File: src/rtl/hbridge_map.vh
// hbridge_map.vh: constants for the h-bridge gate control and fault logic.
// assumes a 200 mhz core clock and a 32-bit axi4-lite register port.
`ifndef HBRIDGE_MAP_VH
`define HBRIDGE_MAP_VH

// clock period and protection timing, times in ns
`define CYCLE_NS 5
`define OFF_TIME_NS 20000
`define BLANK_TIME_NS 16500
`define OFF_CYCLES ((`OFF_TIME_NS + `CYCLE_NS - 1) / `CYCLE_NS)
`define BLANK_CYCLES ((`BLANK_TIME_NS + `CYCLE_NS - 1) / `CYCLE_NS)
`define TIMER_W 12

// pin synchroniser width and bit positions
`define SYNC_W 17
`define S_CMD1 0
`define S_CMD2 1
`define S_PINV 2
`define S_SLEW 3
`define S_DAH 4
`define S_DAL 5
`define S_WAKE 6
`define S_ILIM 7
`define S_FBLIM 8
`define S_FBTEMP 9
`define S_TTRIP 10
`define S_TCLR 11
`define S_SHORT 12
`define S_UV 13
`define S_PINV_DRV 14
`define S_SLEW_DRV 15
`define S_WAKE_DRV 16

// register byte addresses
`define ADDR_W 8
`define REG_CTRL 8'h00
`define REG_STATUS 8'h04
`define REG_LIMIT_COUNT 8'h08

// control fields and reset value
`define CTRL_FORCE_OFF 0
`define CTRL_CLEAR 1
`define CTRL_RESET 1'b0

// status fields
`define ST_LATCH 0
`define ST_THERM 1
`define ST_UV 2
`define ST_FOLDBACK 3
`define ST_OFFTIME 4
`define ST_BLANK 5
`define ST_SLEEP 6
`define ST_FAULT 7
`define ST_LEG1 8
`define ST_LEG2 9
`define ST_LEG_EN 10

// axi responses
`define RESP_OKAY 2'b00
`define RESP_DECERR 2'b11

`endif

File: src/rtl/hbridge_gate_control_fault_logic.v
// hbridge_gate_control_fault_logic: leg decode, current limit, fault latch.
// assumes comparator outputs arrive as levels; pads report undriven pins.
//
// Behaviour
// (RULE1) each leg follows its own command
// (RULE2) invert makes both leg commands active low
// (RULE3) undriven invert means non-inverted commands
// (RULE4) edge select picks rate, slow when undriven
// (RULE5) host keeps slow-rate pwm below 11 khz
// (RULE6) either disable tri-states both legs only; the code also pulls the fault flag low while disabled
// (RULE7) wake low sleeps, wake high runs
// (RULE8) undriven wake pin means sleep
// (RULE9) short circuit latches both legs off
// (RULE10) toggle disable, wake or supply clears latch; the code clears it on disable, wake or a control write, not on supply
// (RULE11) limit hit tri-states for constant off time
// (RULE12) hot junction selects lower foldback limit
// (RULE13) thermal trip latches off, hysteresis before restart
// (RULE14) blanking after each transition masks current limit
// (RULE15) open-drain active-low fault flag pulls low
// (RULE16) undervoltage shuts the output stage down
// (RULE17) undervoltage recovery restores outputs and flag
// (RULE18) disable high-low or low-high edge clears latch
// (RULE19) constant off time lasts 20 us
// (RULE20) timers count cycles, restart on trigger
// (RULE21) pins and comparators synchronised before use
`include "hbridge_map.vh"
`default_nettype none

module hbridge_gate_control_fault_logic (
    // clock and reset
    input wire aclk,
    input wire aresetn,
    // control pins from the host
    input wire first_leg_command,
    input wire second_leg_command,
    input wire polarity_invert,
    input wire polarity_invert_driven,
    input wire edge_rate_fast,
    input wire edge_rate_fast_driven,
    input wire disable_active_high,
    input wire disable_active_low,
    input wire wake,
    input wire wake_driven,
    // comparators from the analog section
    input wire current_limit_level,
    input wire foldback_limit_level,
    input wire foldback_temp,
    input wire thermal_trip,
    input wire thermal_clear,
    input wire short_detect,
    input wire supply_rail_low,
    // output legs, enable low while driven
    output reg first_leg_output,
    output reg first_leg_oe_n,
    output reg second_leg_output,
    output reg second_leg_oe_n,
    output reg edge_rate_fast_sel,
    output reg sleep_mode,
    // open-drain fault flag, enable low while pulling
    output wire fault_flag_n,
    output reg fault_flag_oe_n,
    // axi4-lite write address and data
    input wire [`ADDR_W-1:0] s_axi_awaddr,
    input wire s_axi_awvalid,
    output wire s_axi_awready,
    input wire [31:0] s_axi_wdata,
    input wire [3:0] s_axi_wstrb,
    input wire s_axi_wvalid,
    output wire s_axi_wready,
    // axi4-lite write response
    output reg [1:0] s_axi_bresp,
    output reg s_axi_bvalid,
    input wire s_axi_bready,
    // axi4-lite read
    input wire [`ADDR_W-1:0] s_axi_araddr,
    input wire s_axi_arvalid,
    output wire s_axi_arready,
    output reg [31:0] s_axi_rdata,
    output reg [1:0] s_axi_rresp,
    output reg s_axi_rvalid,
    input wire s_axi_rready
);

    localparam integer OFF_I = `OFF_CYCLES;
    localparam integer BLANK_I = `BLANK_CYCLES;
    localparam [`TIMER_W-1:0] OFF_LOAD = OFF_I[`TIMER_W-1:0];
    localparam [`TIMER_W-1:0] BLANK_LOAD = BLANK_I[`TIMER_W-1:0];
    localparam [`TIMER_W-1:0] T_ZERO = 12'h000;
    localparam [15:0] ONE16 = 16'h0001;

    wire [`SYNC_W-1:0] pin_raw;
    reg [`SYNC_W-1:0] sync_a;
    reg [`SYNC_W-1:0] sync_b;
    reg prev_dah;
    reg prev_dal;
    reg prev_wake;
    reg latch;
    reg therm_hot;
    reg [`TIMER_W-1:0] off_timer;
    reg [`TIMER_W-1:0] blank_timer;
    reg [15:0] limit_count;
    reg force_off;
    reg sw_clear;
    reg aw_got;
    reg w_got;
    reg [`ADDR_W-1:0] aw_addr;
    reg [31:0] w_data;
    reg w_lane0;

    assign pin_raw = {wake_driven, edge_rate_fast_driven, polarity_invert_driven,
                      supply_rail_low, short_detect, thermal_clear, thermal_trip,
                      foldback_temp, foldback_limit_level, current_limit_level,
                      wake, disable_active_low, disable_active_high,
                      edge_rate_fast, polarity_invert, second_leg_command,
                      first_leg_command};

    // two-stage synchroniser per pin
    genvar gi;
    generate
        for (gi = 0; gi < `SYNC_W; gi = gi + 1) begin : g_sync
            // (RULE21) two-flop synchroniser
            always @(posedge aclk) begin
                if (!aresetn) begin
                    sync_a[gi] <= 1'b0;
                    sync_b[gi] <= 1'b0;
                end else begin
                    sync_a[gi] <= pin_raw[gi];
                    sync_b[gi] <= sync_a[gi];
                end
            end
        end
    endgenerate

    // decoded pin levels with floating-pin defaults
    wire invert_eff, awake, disabled, cmd1, cmd2, limit_hit;
    // (RULE3) floating invert reads as off
    assign invert_eff = sync_b[`S_PINV_DRV] & sync_b[`S_PINV];
    // (RULE8) floating wake means sleep
    assign awake = sync_b[`S_WAKE_DRV] & sync_b[`S_WAKE];
    // (RULE6) either disable asserted
    assign disabled = sync_b[`S_DAH] | ~sync_b[`S_DAL];
    // (RULE1) independent leg commands
    // (RULE2) invert flips both commands
    assign cmd1 = sync_b[`S_CMD1] ^ invert_eff;
    assign cmd2 = sync_b[`S_CMD2] ^ invert_eff;
    // (RULE12) foldback threshold when hot
    assign limit_hit = sync_b[`S_FBTEMP] ? sync_b[`S_FBLIM] : sync_b[`S_ILIM];

    // latch clear events
    wire dah_fall, dal_rise, wake_rise, latch_set, latch_clr;
    // (RULE18) disable edges that clear
    assign dah_fall = prev_dah & ~sync_b[`S_DAH];
    assign dal_rise = ~prev_dal & sync_b[`S_DAL];
    assign wake_rise = ~prev_wake & awake;
    // (RULE9) short latches off
    // (RULE13) thermal trip latches off
    assign latch_set = awake & (sync_b[`S_SHORT] | sync_b[`S_TTRIP]);
    // (RULE10) toggle clears the latch
    assign latch_clr = dah_fall | dal_rise | wake_rise | sw_clear;

    // output decode and protection timers
    reg hold_off, limit_trig, next_en, next_l1, next_l2, next_fault;
    always @* begin
        // (RULE7) sleep tri-states everything
        // (RULE16) undervoltage shuts outputs
        // (RULE17) outputs follow inputs after recovery
        hold_off = ~awake | disabled | sync_b[`S_UV] | latch | therm_hot
                   | force_off | (off_timer != T_ZERO);
        // (RULE14) limit masked while blanking
        // (RULE11) limit hit starts off time
        limit_trig = ~first_leg_oe_n & ~hold_off & limit_hit
                     & (blank_timer == T_ZERO);
        next_en = ~hold_off & ~limit_trig;
        next_l1 = next_en & cmd1;
        next_l2 = next_en & cmd2;
        // (RULE15) flag low on latch, disable or undervoltage
        next_fault = awake & (latch | disabled | sync_b[`S_UV]);
    end

    wire transition;
    assign transition = (next_en != ~first_leg_oe_n) | (next_l1 != first_leg_output)
                        | (next_l2 != second_leg_output);

    // protection state and outputs
    always @(posedge aclk) begin
        if (!aresetn) begin
            prev_dah <= 1'b0;
            prev_dal <= 1'b0;
            prev_wake <= 1'b0;
            latch <= 1'b0;
            therm_hot <= 1'b0;
            off_timer <= T_ZERO;
            blank_timer <= T_ZERO;
            limit_count <= 16'h0000;
            first_leg_output <= 1'b0;
            second_leg_output <= 1'b0;
            first_leg_oe_n <= 1'b1;
            second_leg_oe_n <= 1'b1;
            edge_rate_fast_sel <= 1'b0;
            sleep_mode <= 1'b1;
            fault_flag_oe_n <= 1'b1;
        end else begin
            prev_dah <= sync_b[`S_DAH];
            prev_dal <= sync_b[`S_DAL];
            prev_wake <= awake;
            // set wins over clear
            latch <= latch_set | (latch & ~latch_clr);
            // (RULE13) restart only below hysteresis point
            therm_hot <= sync_b[`S_TTRIP] | (therm_hot & ~sync_b[`S_TCLR]);
            // (RULE19) off time of 20 us
            // (RULE20) counted off time restarts
            if (limit_trig) begin
                off_timer <= OFF_LOAD;
                limit_count <= limit_count + ONE16;
            end else if (off_timer != T_ZERO) begin
                off_timer <= off_timer - 12'h001;
            end
            // (RULE20) blanking restarts per transition
            if (transition) begin
                blank_timer <= BLANK_LOAD;
            end else if (blank_timer != T_ZERO) begin
                blank_timer <= blank_timer - 12'h001;
            end
            first_leg_output <= next_l1;
            second_leg_output <= next_l2;
            first_leg_oe_n <= ~next_en;
            second_leg_oe_n <= ~next_en;
            // (RULE4) slow unless driven fast
            edge_rate_fast_sel <= sync_b[`S_SLEW_DRV] & sync_b[`S_SLEW];
            sleep_mode <= ~awake;
            fault_flag_oe_n <= ~next_fault;
        end
    end

    // open-drain flag only ever pulls low
    assign fault_flag_n = 1'b0;

    // axi write address, write data and read address handshakes
    assign s_axi_awready = ~aw_got & ~s_axi_bvalid;
    assign s_axi_wready = ~w_got & ~s_axi_bvalid;
    assign s_axi_arready = ~s_axi_rvalid;

    wire do_write;
    assign do_write = aw_got & w_got;

    // write path and control register
    always @(posedge aclk) begin
        if (!aresetn) begin
            aw_got <= 1'b0;
            w_got <= 1'b0;
            aw_addr <= 8'h00;
            w_data <= 32'h0000_0000;
            w_lane0 <= 1'b0;
            s_axi_bvalid <= 1'b0;
            s_axi_bresp <= `RESP_OKAY;
            force_off <= `CTRL_RESET;
            sw_clear <= 1'b0;
        end else begin
            sw_clear <= 1'b0;
            if (s_axi_awvalid && s_axi_awready) begin
                aw_got <= 1'b1;
                aw_addr <= s_axi_awaddr;
            end
            if (s_axi_wvalid && s_axi_wready) begin
                w_got <= 1'b1;
                w_data <= s_axi_wdata;
                w_lane0 <= s_axi_wstrb[0];
            end
            if (do_write) begin
                aw_got <= 1'b0;
                w_got <= 1'b0;
                s_axi_bvalid <= 1'b1;
                if (aw_addr == `REG_CTRL) begin
                    s_axi_bresp <= `RESP_OKAY;
                    if (w_lane0) begin
                        force_off <= w_data[`CTRL_FORCE_OFF];
                        sw_clear <= w_data[`CTRL_CLEAR];
                    end
                end else if (aw_addr == `REG_STATUS || aw_addr == `REG_LIMIT_COUNT) begin
                    s_axi_bresp <= `RESP_OKAY;
                end else begin
                    s_axi_bresp <= `RESP_DECERR;
                end
            end else if (s_axi_bvalid && s_axi_bready) begin
                s_axi_bvalid <= 1'b0;
            end
        end
    end

    // status word
    reg [31:0] status_word;
    always @* begin
        status_word = 32'h0000_0000;
        status_word[`ST_LATCH] = latch;
        status_word[`ST_THERM] = therm_hot;
        status_word[`ST_UV] = sync_b[`S_UV];
        status_word[`ST_FOLDBACK] = sync_b[`S_FBTEMP];
        status_word[`ST_OFFTIME] = off_timer != T_ZERO;
        status_word[`ST_BLANK] = blank_timer != T_ZERO;
        status_word[`ST_SLEEP] = sleep_mode;
        status_word[`ST_FAULT] = ~fault_flag_oe_n;
        status_word[`ST_LEG1] = first_leg_output;
        status_word[`ST_LEG2] = second_leg_output;
        status_word[`ST_LEG_EN] = ~first_leg_oe_n;
    end

    // read path
    always @(posedge aclk) begin
        if (!aresetn) begin
            s_axi_rvalid <= 1'b0;
            s_axi_rdata <= 32'h0000_0000;
            s_axi_rresp <= `RESP_OKAY;
        end else if (s_axi_arvalid && s_axi_arready) begin
            s_axi_rvalid <= 1'b1;
            s_axi_rresp <= `RESP_OKAY;
            if (s_axi_araddr == `REG_CTRL) begin
                s_axi_rdata <= {31'h0000_0000, force_off};
            end else if (s_axi_araddr == `REG_STATUS) begin
                s_axi_rdata <= status_word;
            end else if (s_axi_araddr == `REG_LIMIT_COUNT) begin
                s_axi_rdata <= {16'h0000, limit_count};
            end else begin
                s_axi_rdata <= 32'h0000_0000;
                s_axi_rresp <= `RESP_DECERR;
            end
        end else if (s_axi_rvalid && s_axi_rready) begin
            s_axi_rvalid <= 1'b0;
        end
    end

endmodule

`default_nettype wire

File: config.mk
export PLATFORM = sky130hd
export DESIGN_NAME = hbridge_gate_control_fault_logic
export DESIGN_NICKNAME = d
export VERILOG_FILES = /design/src/rtl/hbridge_gate_control_fault_logic.v
export VERILOG_INCLUDE_DIRS = /design/src /design/src/rtl
export SDC_FILE = /design/constraint.sdc
export NUM_CORES = 1
export LEC_CHECK = 0
export ABC_CLOCK_PERIOD_IN_PS = 2970
export BUFFER_PORTS_ARGS = -buffer_cell sky130_fd_sc_hd__buf_2
export CORE_ASPECT_RATIO = 0.6
export CORE_UTILIZATION = 52
export DETAILED_ROUTE_END_ITERATION = 8
export PLACE_DENSITY = 0.79
export REMOVE_ABC_BUFFERS = 1
export SLEW_MARGIN = 20
export SYNTH_ARGS = -nofsm -noshare
export SYNTH_HDL_FRONTEND = slang
export SYNTH_SLANG_ARGS = --single-unit
export TNS_END_PERCENT = 100
File: constraint.sdc
create_clock -name aclk -period 2.97 [get_ports aclk]
set_clock_uncertainty 0.2 [all_clocks]
set_input_delay 0 -clock aclk [delete_from_list [all_inputs] [get_ports aclk]]
set_output_delay 0 -clock aclk [all_outputs]
set_load 0.02 [all_outputs]
### Word-level counts from Yosys, hierarchy flattened

Index checks and enable logic that the tools add are counted.

| word-level totals | value |
|---|---|
| bits of input ports | 76 |
| word-level logic and storage cells | 165 |
| flip-flop bits (word level) | 138 |

| cells by class | value |
|---|---|
| $add $sub $neg | 3 |
| bitwise logic cells | 56 |
| equal/unequal tests | 7 |
| reduce and logical (&&, ||, !) cells | 20 |
| multiplexer cells | 17 |

Operators by type and width:

| operator | count |
|---|---|
| $mux 12 | 4 |
| $mux 16 | 3 |
| $reduce_bool 12->1 | 2 |
| $sub 12x1->12 const B | 2 |
| $and 1x1->1 | 19 |
| $not 1->1 | 18 |
| $or 1x1->1 | 17 |
| $add 16x1->16 const B | 1 |
| $eq 8x3->1 const B | 2 |
| $eq 8x4->1 const B | 2 |
| $logic_not 8->1 | 2 |
| $logic_not 12->1 | 1 |
| $mux 2 | 5 |
| $reduce_bool 2->1 | 4 |
| $reduce_or 2->1 | 3 |
| $logic_and 1x1->1 | 5 |
| $mux 1 | 5 |
| $reduce_and 4->1 | 1 |
| $ne 1x1->1 | 3 |
| $reduce_and 3->1 | 1 |
| $xor 1x1->1 | 2 |
| $logic_or 1x1->1 | 1 |

### Longest topological paths before layout

Gate-level depths: netlist (run 1).

| logic depth | value |
|---|---|
| depth after elaboration | 19 |
| depth in mapped cells | 9 |
| gate-level depth less buffers | 7 |

### Worst setup path after synthesis (run 1)

Ideal clock, no wire load.

| timing | value |
|---|---|
| path kind | flip-flop to flip-flop |
| start point | reg blank_timer[3] |
| end point | reg limit_count[6] |
| path slack | 725 ps |
| path buffers | 0 |
| period minus slack after synthesis | 2245 ps |
| cell stages (with the launch flop) | 6 |
| arrival | 1974 ps |
| data required time | 2700 ps |
| setup time | 70 ps |
| path through | dfxtp_1 > or4_1 > nor4_4 > nand4_2 > or4_1 > a21oi_1 |

| on the way | value |
|---|---|
| word-level cells in the longest chain between the ends | 2 |

RTL lines:

| element | line | text |
|---|---|---|
| start: declaration | hbridge_gate_control_fault_logic.v:100 | `` reg [`TIMER_W-1:0] blank_timer; `` |
| start signal: assignment | hbridge_gate_control_fault_logic.v:222 | `blank_timer <= blank_timer - 12'h001;` |
| $logic_not 12->1 | hbridge_gate_control_fault_logic.v:172 | `& (blank_timer == T_ZERO);` |
| $and 1x1->1 | hbridge_gate_control_fault_logic.v:172 |  |
| end signal: assignment | hbridge_gate_control_fault_logic.v:214 | `limit_count <= limit_count + ONE16;` |
| end: declaration | hbridge_gate_control_fault_logic.v:101 | `reg [15:0] limit_count;` |

Every way passes these cells.
A chain may end at the register's enable or synchronous reset.

### Worst setup path in the final report (run 1)

| timing | value |
|---|---|
| start point | reg sync_b[13] (netlist: status_word[2]) |
| end point | reg limit_count[6] |

| on the way | value |
|---|---|
| word-level cells in the longest chain between the ends | 9 |

RTL lines:

| element | line | text |
|---|---|---|
| start: declaration | hbridge_gate_control_fault_logic.v:93 | `` reg [`SYNC_W-1:0] sync_b; `` |
| start signal: indexed assignment | hbridge_gate_control_fault_logic.v:128 | `sync_b[gi] <= sync_a[gi];` |
| $or 1x1->1 (5 in series) | hbridge_gate_control_fault_logic.v:167 | `` hold_off = ~awake \| disabled \| sync_b[`S_UV] \| latch \| therm_hot `` |
| $not 1->1 | hbridge_gate_control_fault_logic.v:171 | `limit_trig = ~first_leg_oe_n & ~hold_off & limit_hit` |
| $and 1x1->1 (2 in series) | hbridge_gate_control_fault_logic.v:171 |  |
| $and 1x1->1 | hbridge_gate_control_fault_logic.v:172 |  |

Every way passes these cells.

==> impl_metrics.yaml, run 1 <==
status:
  outcome: "finished, violations left"
  violations: "DRC"
clocking:
  cts.sinks: 120
  clock_path_buffers: 2
  cts_root_buffer: "clkbuf_16"
  cts_buffers: 17
  clk_latency_ps: 410
  cts_setup_buffers: 0
  cts_tree: "yes"
  cts_htree_levels: 4
  clk_pin_slew_ps: 50
synth:
  synth.area.top_cells: "dfxtp_1 50%, and2_1 5.3%, a21oi_1 4.1%"
  yosysTopAreaCell: "dfxtp_1"
  async_flop_share_pct: 0
  yosysTopAreaCellShare_pct: 50.5
  synth_ff_type: "dfxtp_1"
  synth_seq_area_share_pct: 50.5
  syn_area_um2: 4760
  synth_area_per_cell_um2: 9.26
  synth_cell_types: 46
  ys_ff_latch: 120
  syn_inst: 514
  yosys_warnings: 0
  synth_edf_count: 0
floorplanning:
  start_util_pct: 54.8
  rows: 26
  ios: 125
  fp.dieW_um: 126
  core_area_um2: 8690
  dieArea_um2: 9550
  die_h_um: 76.1
setup_path:
  crit_required_ps: 3090
  r2r-start: "status_word[2]$_SDFF_PN0_"
  cp-start-kind: "flip-flop"
  path_class: "reg2reg"
  ff2ff_setup_slack_ps: 200
  worstPathArrival_ps: 2890
  cp_max_fo: 16
  crit_start: "status_word[2]$_SDFF_PN0_"
  crit_path_end_kind: "flip-flop"
route:
  ant_nets: 0
  via_count: 4375
  route.detailed.wl_per_inst_um: 16.5
  drcViolationCount: 8
  routed_wl_mm: 13.0
  firstDrtPassIters: 9
  drt_iter0_drc: 328
  vias_per_cell: 5.54
hold_path:
  worstHoldPathType: "in2reg"
  min-delay-start: "s_axi_araddr[3]"
grt:
  grt_pass1_wl_mm: 20.7
  track_usage_pct: 27.9
  grt_pass1_vias: 4400
  grt_overflow: 0
  antenna_found_initial: 0
  grt_max_degree: 65
layout:
  antenna_cells: 0
  layout_commonest_cell: "dfxtp_1"
  areaGrowthSynthToFinish_pct: 36.6
  finish.instance_area_um2: 6500
  drive_gt1_share_pct: 16.8
  final_cells: 789
  final_nets: 746
  final_cell_mix: "120 x dfxtp_1, 79 x dlygate4sd3_1, 74 x buf_2"
  post-route-util_pct: 74.9
  fillers: 562
timing:
  final-hold-violation-count: 0
  fmax_ghz: 0.361
  fin_crit_sh_pct: 93.2
  worstMarginPinSlew_ps: 903
  period_needed_ps: 2770
  fin_setup_tns_ps: 0
  setup_slack_ps: 201
  grt_setup_unrepaired: "false"
  drv_slew: 0
  hold_slack_ps: 42.2
  setup_viol: 0
  max-slew-margin-rel_pct: 39.8
place:
  dpl_worst_slack_ps: 387
  port-buffer-count: 74
  gp_congestion: 0.828
  dp_hpwl_mm: 6.78
  dp.cells: 680
  place_area_um2: 5140
power:
  peakVddDrop_uv: 572
  power.density_nw_per_um2: 787
  total_leakage_power_nw: 2.73
  finalPower_mw: 5.11
job:
  maxCapViolCount: 0
## state kept, by name, indices dropped and copies added, names as in the netlist, 2 cells and up
| signal | flops |
|---|---|
| sync_a | 17 |
| status_word | 2 |
| limit_count | 16 |
| blank_timer | 12 |
| off_timer | 12 |
| aw_addr | 8 |
| s_axi_rdata | 16 |
| w_data | 2 |
| sync_b | 15 |
## routing by layer
metal | track usage, % | routed length (um) | vias up
met5 | 0 | 0 | -
met3 | 7.02 | 976 | 31
met1 | 32.7 | 5290 | 2077
met2 | 48.2 | 6460 | 203
met4 | 12.6 | 300 | 0
li1 | - | - | 2064
## synth_stat cells, drive strengths merged (3+ instances only)
master     n
clkbuf    19
nor4      13
o21a       5
and3       3
a22oi      5
and4       3
nor3      12
o21ai     15
a2bb2oi    4
xor2      16
or3       13
nand4      9
nor2      48
and2      40
buf       23
ha         4
inv       16
a222oi     8
o31ai      3
nand2b     9
nand3      8
nand2     34
mux2i      7
nand3b     4
a21oi     39
xnor2      8
nor2b      5
or4        4
dfxtp    120
a211oi     3
nand4b     4
## critical path, stage by stage, from the launching register on
cell	delay [ps]
dfxtp_1	320
or4b_1	630
nor4_4	440
nand4_2	420
or4_1	520
a21oi_1	140
## cell type report
cell class / instances / area, um^2 / share of cell area (%)
Clock buffer: 22 / 474 / 7.29
Clock inverter: 8 / 97.6 / 1.50
Inverter: 16 / 61.3 / 0.943
Multi-Input combinational cell: 352 / 2120 / 32.6
Sequential cell: 120 / 2400 / 36.9
Tap cell: 112 / 140 / 2.16
Timing Repair Buffer: 159 / 1210 / 18.5
## cells by family after synthesis
group / Yosys count / share of synthesized area, %
buffers and inverters: 58 / 6.23
XOR/XNOR: 24 / 4.42
adder cells (fa/ha/maj): 4 / 1.05
flip-flops: 120 / 50.5
AND/OR/NAND/NOR: 212 / 24.6
other: 1 / 0.0788
AO/OA/AOI/OAI: 88 / 11.7
multiplexers: 7 / 1.47
## power by group
part | switching [mW] | internal [mW]
sequential | 0.146 | 1.78
combinational | 0.647 | 0.550
clock | 0.702 | 1.29
total | 1.50 | 3.62
## path summary, 6_finish.rpt
check                                                    to  depth (start not counted)
worst max-delay path            limit_count[6]$_SDFFE_PN0P_                          5
worst min-delay path            s_axi_rdata[0]$_SDFFE_PN0P_                          5
worst max register to register  limit_count[6]$_SDFFE_PN0P_                          5
worst min register to register         sync_b[4]$_SDFF_PN0_                          1
## what timing repair did
item | 4_1_cts | 5_1_grt
gates resized for setup | 0 | 0
hold endpoints to repair | 60 | 0
hold buffers | 79 | 0
endpoints found under the setup margin | 0 | 0
Note: power is estimated with default switching activity, not from simulation.
==> run 2, diff against run 1 <==
--- a/config.mk
+++ b/config.mk
@@ -12,7 +12,6 @@
 export CORE_UTILIZATION = 52
 export DETAILED_ROUTE_END_ITERATION = 8
 export PLACE_DENSITY = 0.79
-export REMOVE_ABC_BUFFERS = 1
 export SLEW_MARGIN = 20
 export SYNTH_ARGS = -nofsm -noshare
 export SYNTH_HDL_FRONTEND = slang
==> run 2 against run 1 <==
Compared with the run above:
- the run still ends with DRC left
- highest routed layer unchanged
- critical endpoint is now limit_count[11]$_SDFFE_PN0P_
- routed wire length up 5.9%
- clock power is 7% higher
- combinational power about the same
- largest cell class unchanged
- cell area is 1.4% higher
- count of clock-buffer cells in the layout shrank 3
- register-to-register slack better by 70 ps
- utilization grew 1.1 points
- critical path depth is the same
- sequential power about the same
- first-iteration DRC count up 5.2%
- global-route usage is 2.1 points higher
- via count increased by 1.9%
==> impl_metrics.yaml, run 2 (synthesized netlist as in run 1, its figures left out) <==
grt:
  grt_overflow: 0
  antenna_found_initial: 1
  grt_pass1_wl_mm: 22.2
  track_usage_pct: 29.9
  grt_max_degree: 48
  grt_pass1_vias: 4504
layout:
  largest_register_ffs: 17
  drive_gt1_share_pct: 17.3
  final_cell_mix: "120 x dfxtp_1, 83 x dlygate4sd3_1, 74 x buf_2"
  layout_commonest_cell: "dfxtp_1"
  areaGrowthSynthToFinish_pct: 38.5
  final_nets: 751
  top_regs: "sync_a x17, limit_count x16, s_axi_rdata x16"
  largest-register: "sync_a"
setup_path:
  r2r_end: "limit_count[11]$_SDFFE_PN0P_"
  cp-start-kind: "flip-flop"
  path_cells: "or4_1, nor4_4, nand4_1, or3_1, a21oi_1"
  worst-path-buf-inv: 0
  r2r-start: "blank_timer[3]$_SDFFE_PP0N_"
  crit_path_end_kind: "flip-flop"
  r2r_cells: 5
  cp.depth: 5
  crit_required_ps: 3110
  cp_top_family: "simple AND/OR/NAND/NOR gates"
  crit_start: "blank_timer[3]$_SDFFE_PP0N_"
  path_class: "reg2reg"
  slowest_stage: "or4_1"
  cp-endpoint: "limit_count[11]$_SDFFE_PN0P_"
  max_stage_delay_ps: 660
  worstPathArrival_ps: 2840
  ff2ff_setup_slack_ps: 270
  cp_max_fo: 7
route:
  ant_nets: 0
  vias_per_cell: 5.59
  drcViolationCount: 4
  firstDrtPassIters: 8
  routed_wl_mm: 13.8
  via_count: 4457
  route.detailed.wl_per_inst_um: 17.3
  drt_iter0_drc: 345
hold_path:
  worstHoldPathType: "in2reg"
  min-delay-start: "s_axi_arvalid"
  min_path_cells: 5
timing:
  worstMarginPinSlew_ps: 847
  fin_crit_sh_pct: 90.9
  period_needed_ps: 2700
  setup_viol: 0
  drv_slew: 0
  hold_slack_ps: 96.0
  fin_setup_tns_ps: 0
  final-hold-violation-count: 0
  setup_slack_ps: 269
  grt_setup_unrepaired: "false"
  fmax_ghz: 0.370
  max-slew-margin-rel_pct: 43.0
clocking:
  clk_pin_slew_ps: 60
  cts_tree: "yes"
  cts_root_buffer: "clkbuf_16"
  cts_htree_levels: 4
  clock_path_buffers: 2
  cts.sinks: 120
  cts_buffers: 17
  clk_latency_ps: 420
  cts_setup_buffers: 0
floorplanning:
  dieArea_um2: 9550
  start_util_pct: 54.8
  core_area_um2: 8690
  fp.dieW_um: 126
  ios: 125
  die_h_um: 76.1
  rows: 26
place:
  dp_hpwl_mm: 7.30
  dpl_worst_slack_ps: 361
  port-buffer-count: 74
  gp_congestion: 0.867
power:
  combPwrFrac_pct: 23.1
  switching_share_pct: 30.2
  power.density_nw_per_um2: 800
  internal-power_mw: 3.69
  finalPower_mw: 5.28
  p_clk_share_pct: 40.3
  total_leakage_power_nw: 2.76
  peakVddDrop_uv: 475
  seq_power_share_pct: 36.6
  switchingPower_mw: 1.59
status:
  violations: "DRC"
  outcome: "finished, violations left"
job:
  maxCapViolCount: 0
## run 2: tightest hold or removal path, delay by kind of cell
family | cells | cell delay [ps]
buffers and inverters | 1 | 110
AND/OR/NAND/NOR | 3 | 380
AO/OA/AOI/OAI | 1 | 180
## run 2: area by class of cell
class / count / area [um^2]
timing repair buffer: 164 / 1250
multi-input combinational: 352 / 2120
fill: 530 / 2090
clock buffer: 19 / 443
antenna: 1 / 2.50
sequential: 120 / 2400
tap: 112 / 140
inverter: 16 / 60.1
clock inverter: 13 / 171
## run 2: through the flow
| stage | cells | utilization, % | instance area (um^2) |
|---|---|---|---|
| after floorplan | 530 | - | 4820 |
| after global placement | 681 | 59.2 | 5150 |
| after detailed placement | 681 | 59.2 | 5150 |
| after CTS | 796 | 75.9 | 6590 |
| after global routing | 797 | 75.9 | 6590 |
| final | 797 | 75.9 | 6590 |
## run 2: repair_timing
action                                 4_1_cts  5_1_grt
gates resized for setup                      0        0
hold buffers                                83        0
endpoints found under the hold margin       72        0
## run 2: worst min path at each step
stage,to,slack [ps]
after detailed placement,s_axi_rvalid$_SDFFE_PN0P_,-2
after CTS,s_axi_rdata[0]$_SDFFE_PN0P_,20
after floorplan,s_axi_rvalid$_SDFFE_PN0P_,-100
after global routing,s_axi_rdata[0]$_SDFFE_PN0P_,120
final,s_axi_rdata[5]$_SDFFE_PN0P_,100
after global placement,s_axi_rvalid$_SDFFE_PN0P_,-10
## run 2: power by group through the flow
stage	sequential (mW)	clock, mW	combinational [mW]
global placement	1.94	0	1.02
CTS	1.92	2.12	1.18
global route	1.95	2.21	1.34
floorplan	1.92	0	0.872
detailed placement	1.95	0	1.08
finish	1.93	2.12	1.22
## run 2: metal layers
| metal | share of wire, % | track usage (%) | vias to the layer above |
|---|---|---|---|
| li1 | - | - | 2071 |
| met4 | 2.4 | 12.9 | 0 |
| met2 | 50 | 52.6 | 223 |
| met5 | 0 | 0 | - |
| met1 | 40 | 34.3 | 2130 |
| met3 | 7.7 | 8.15 | 33 |
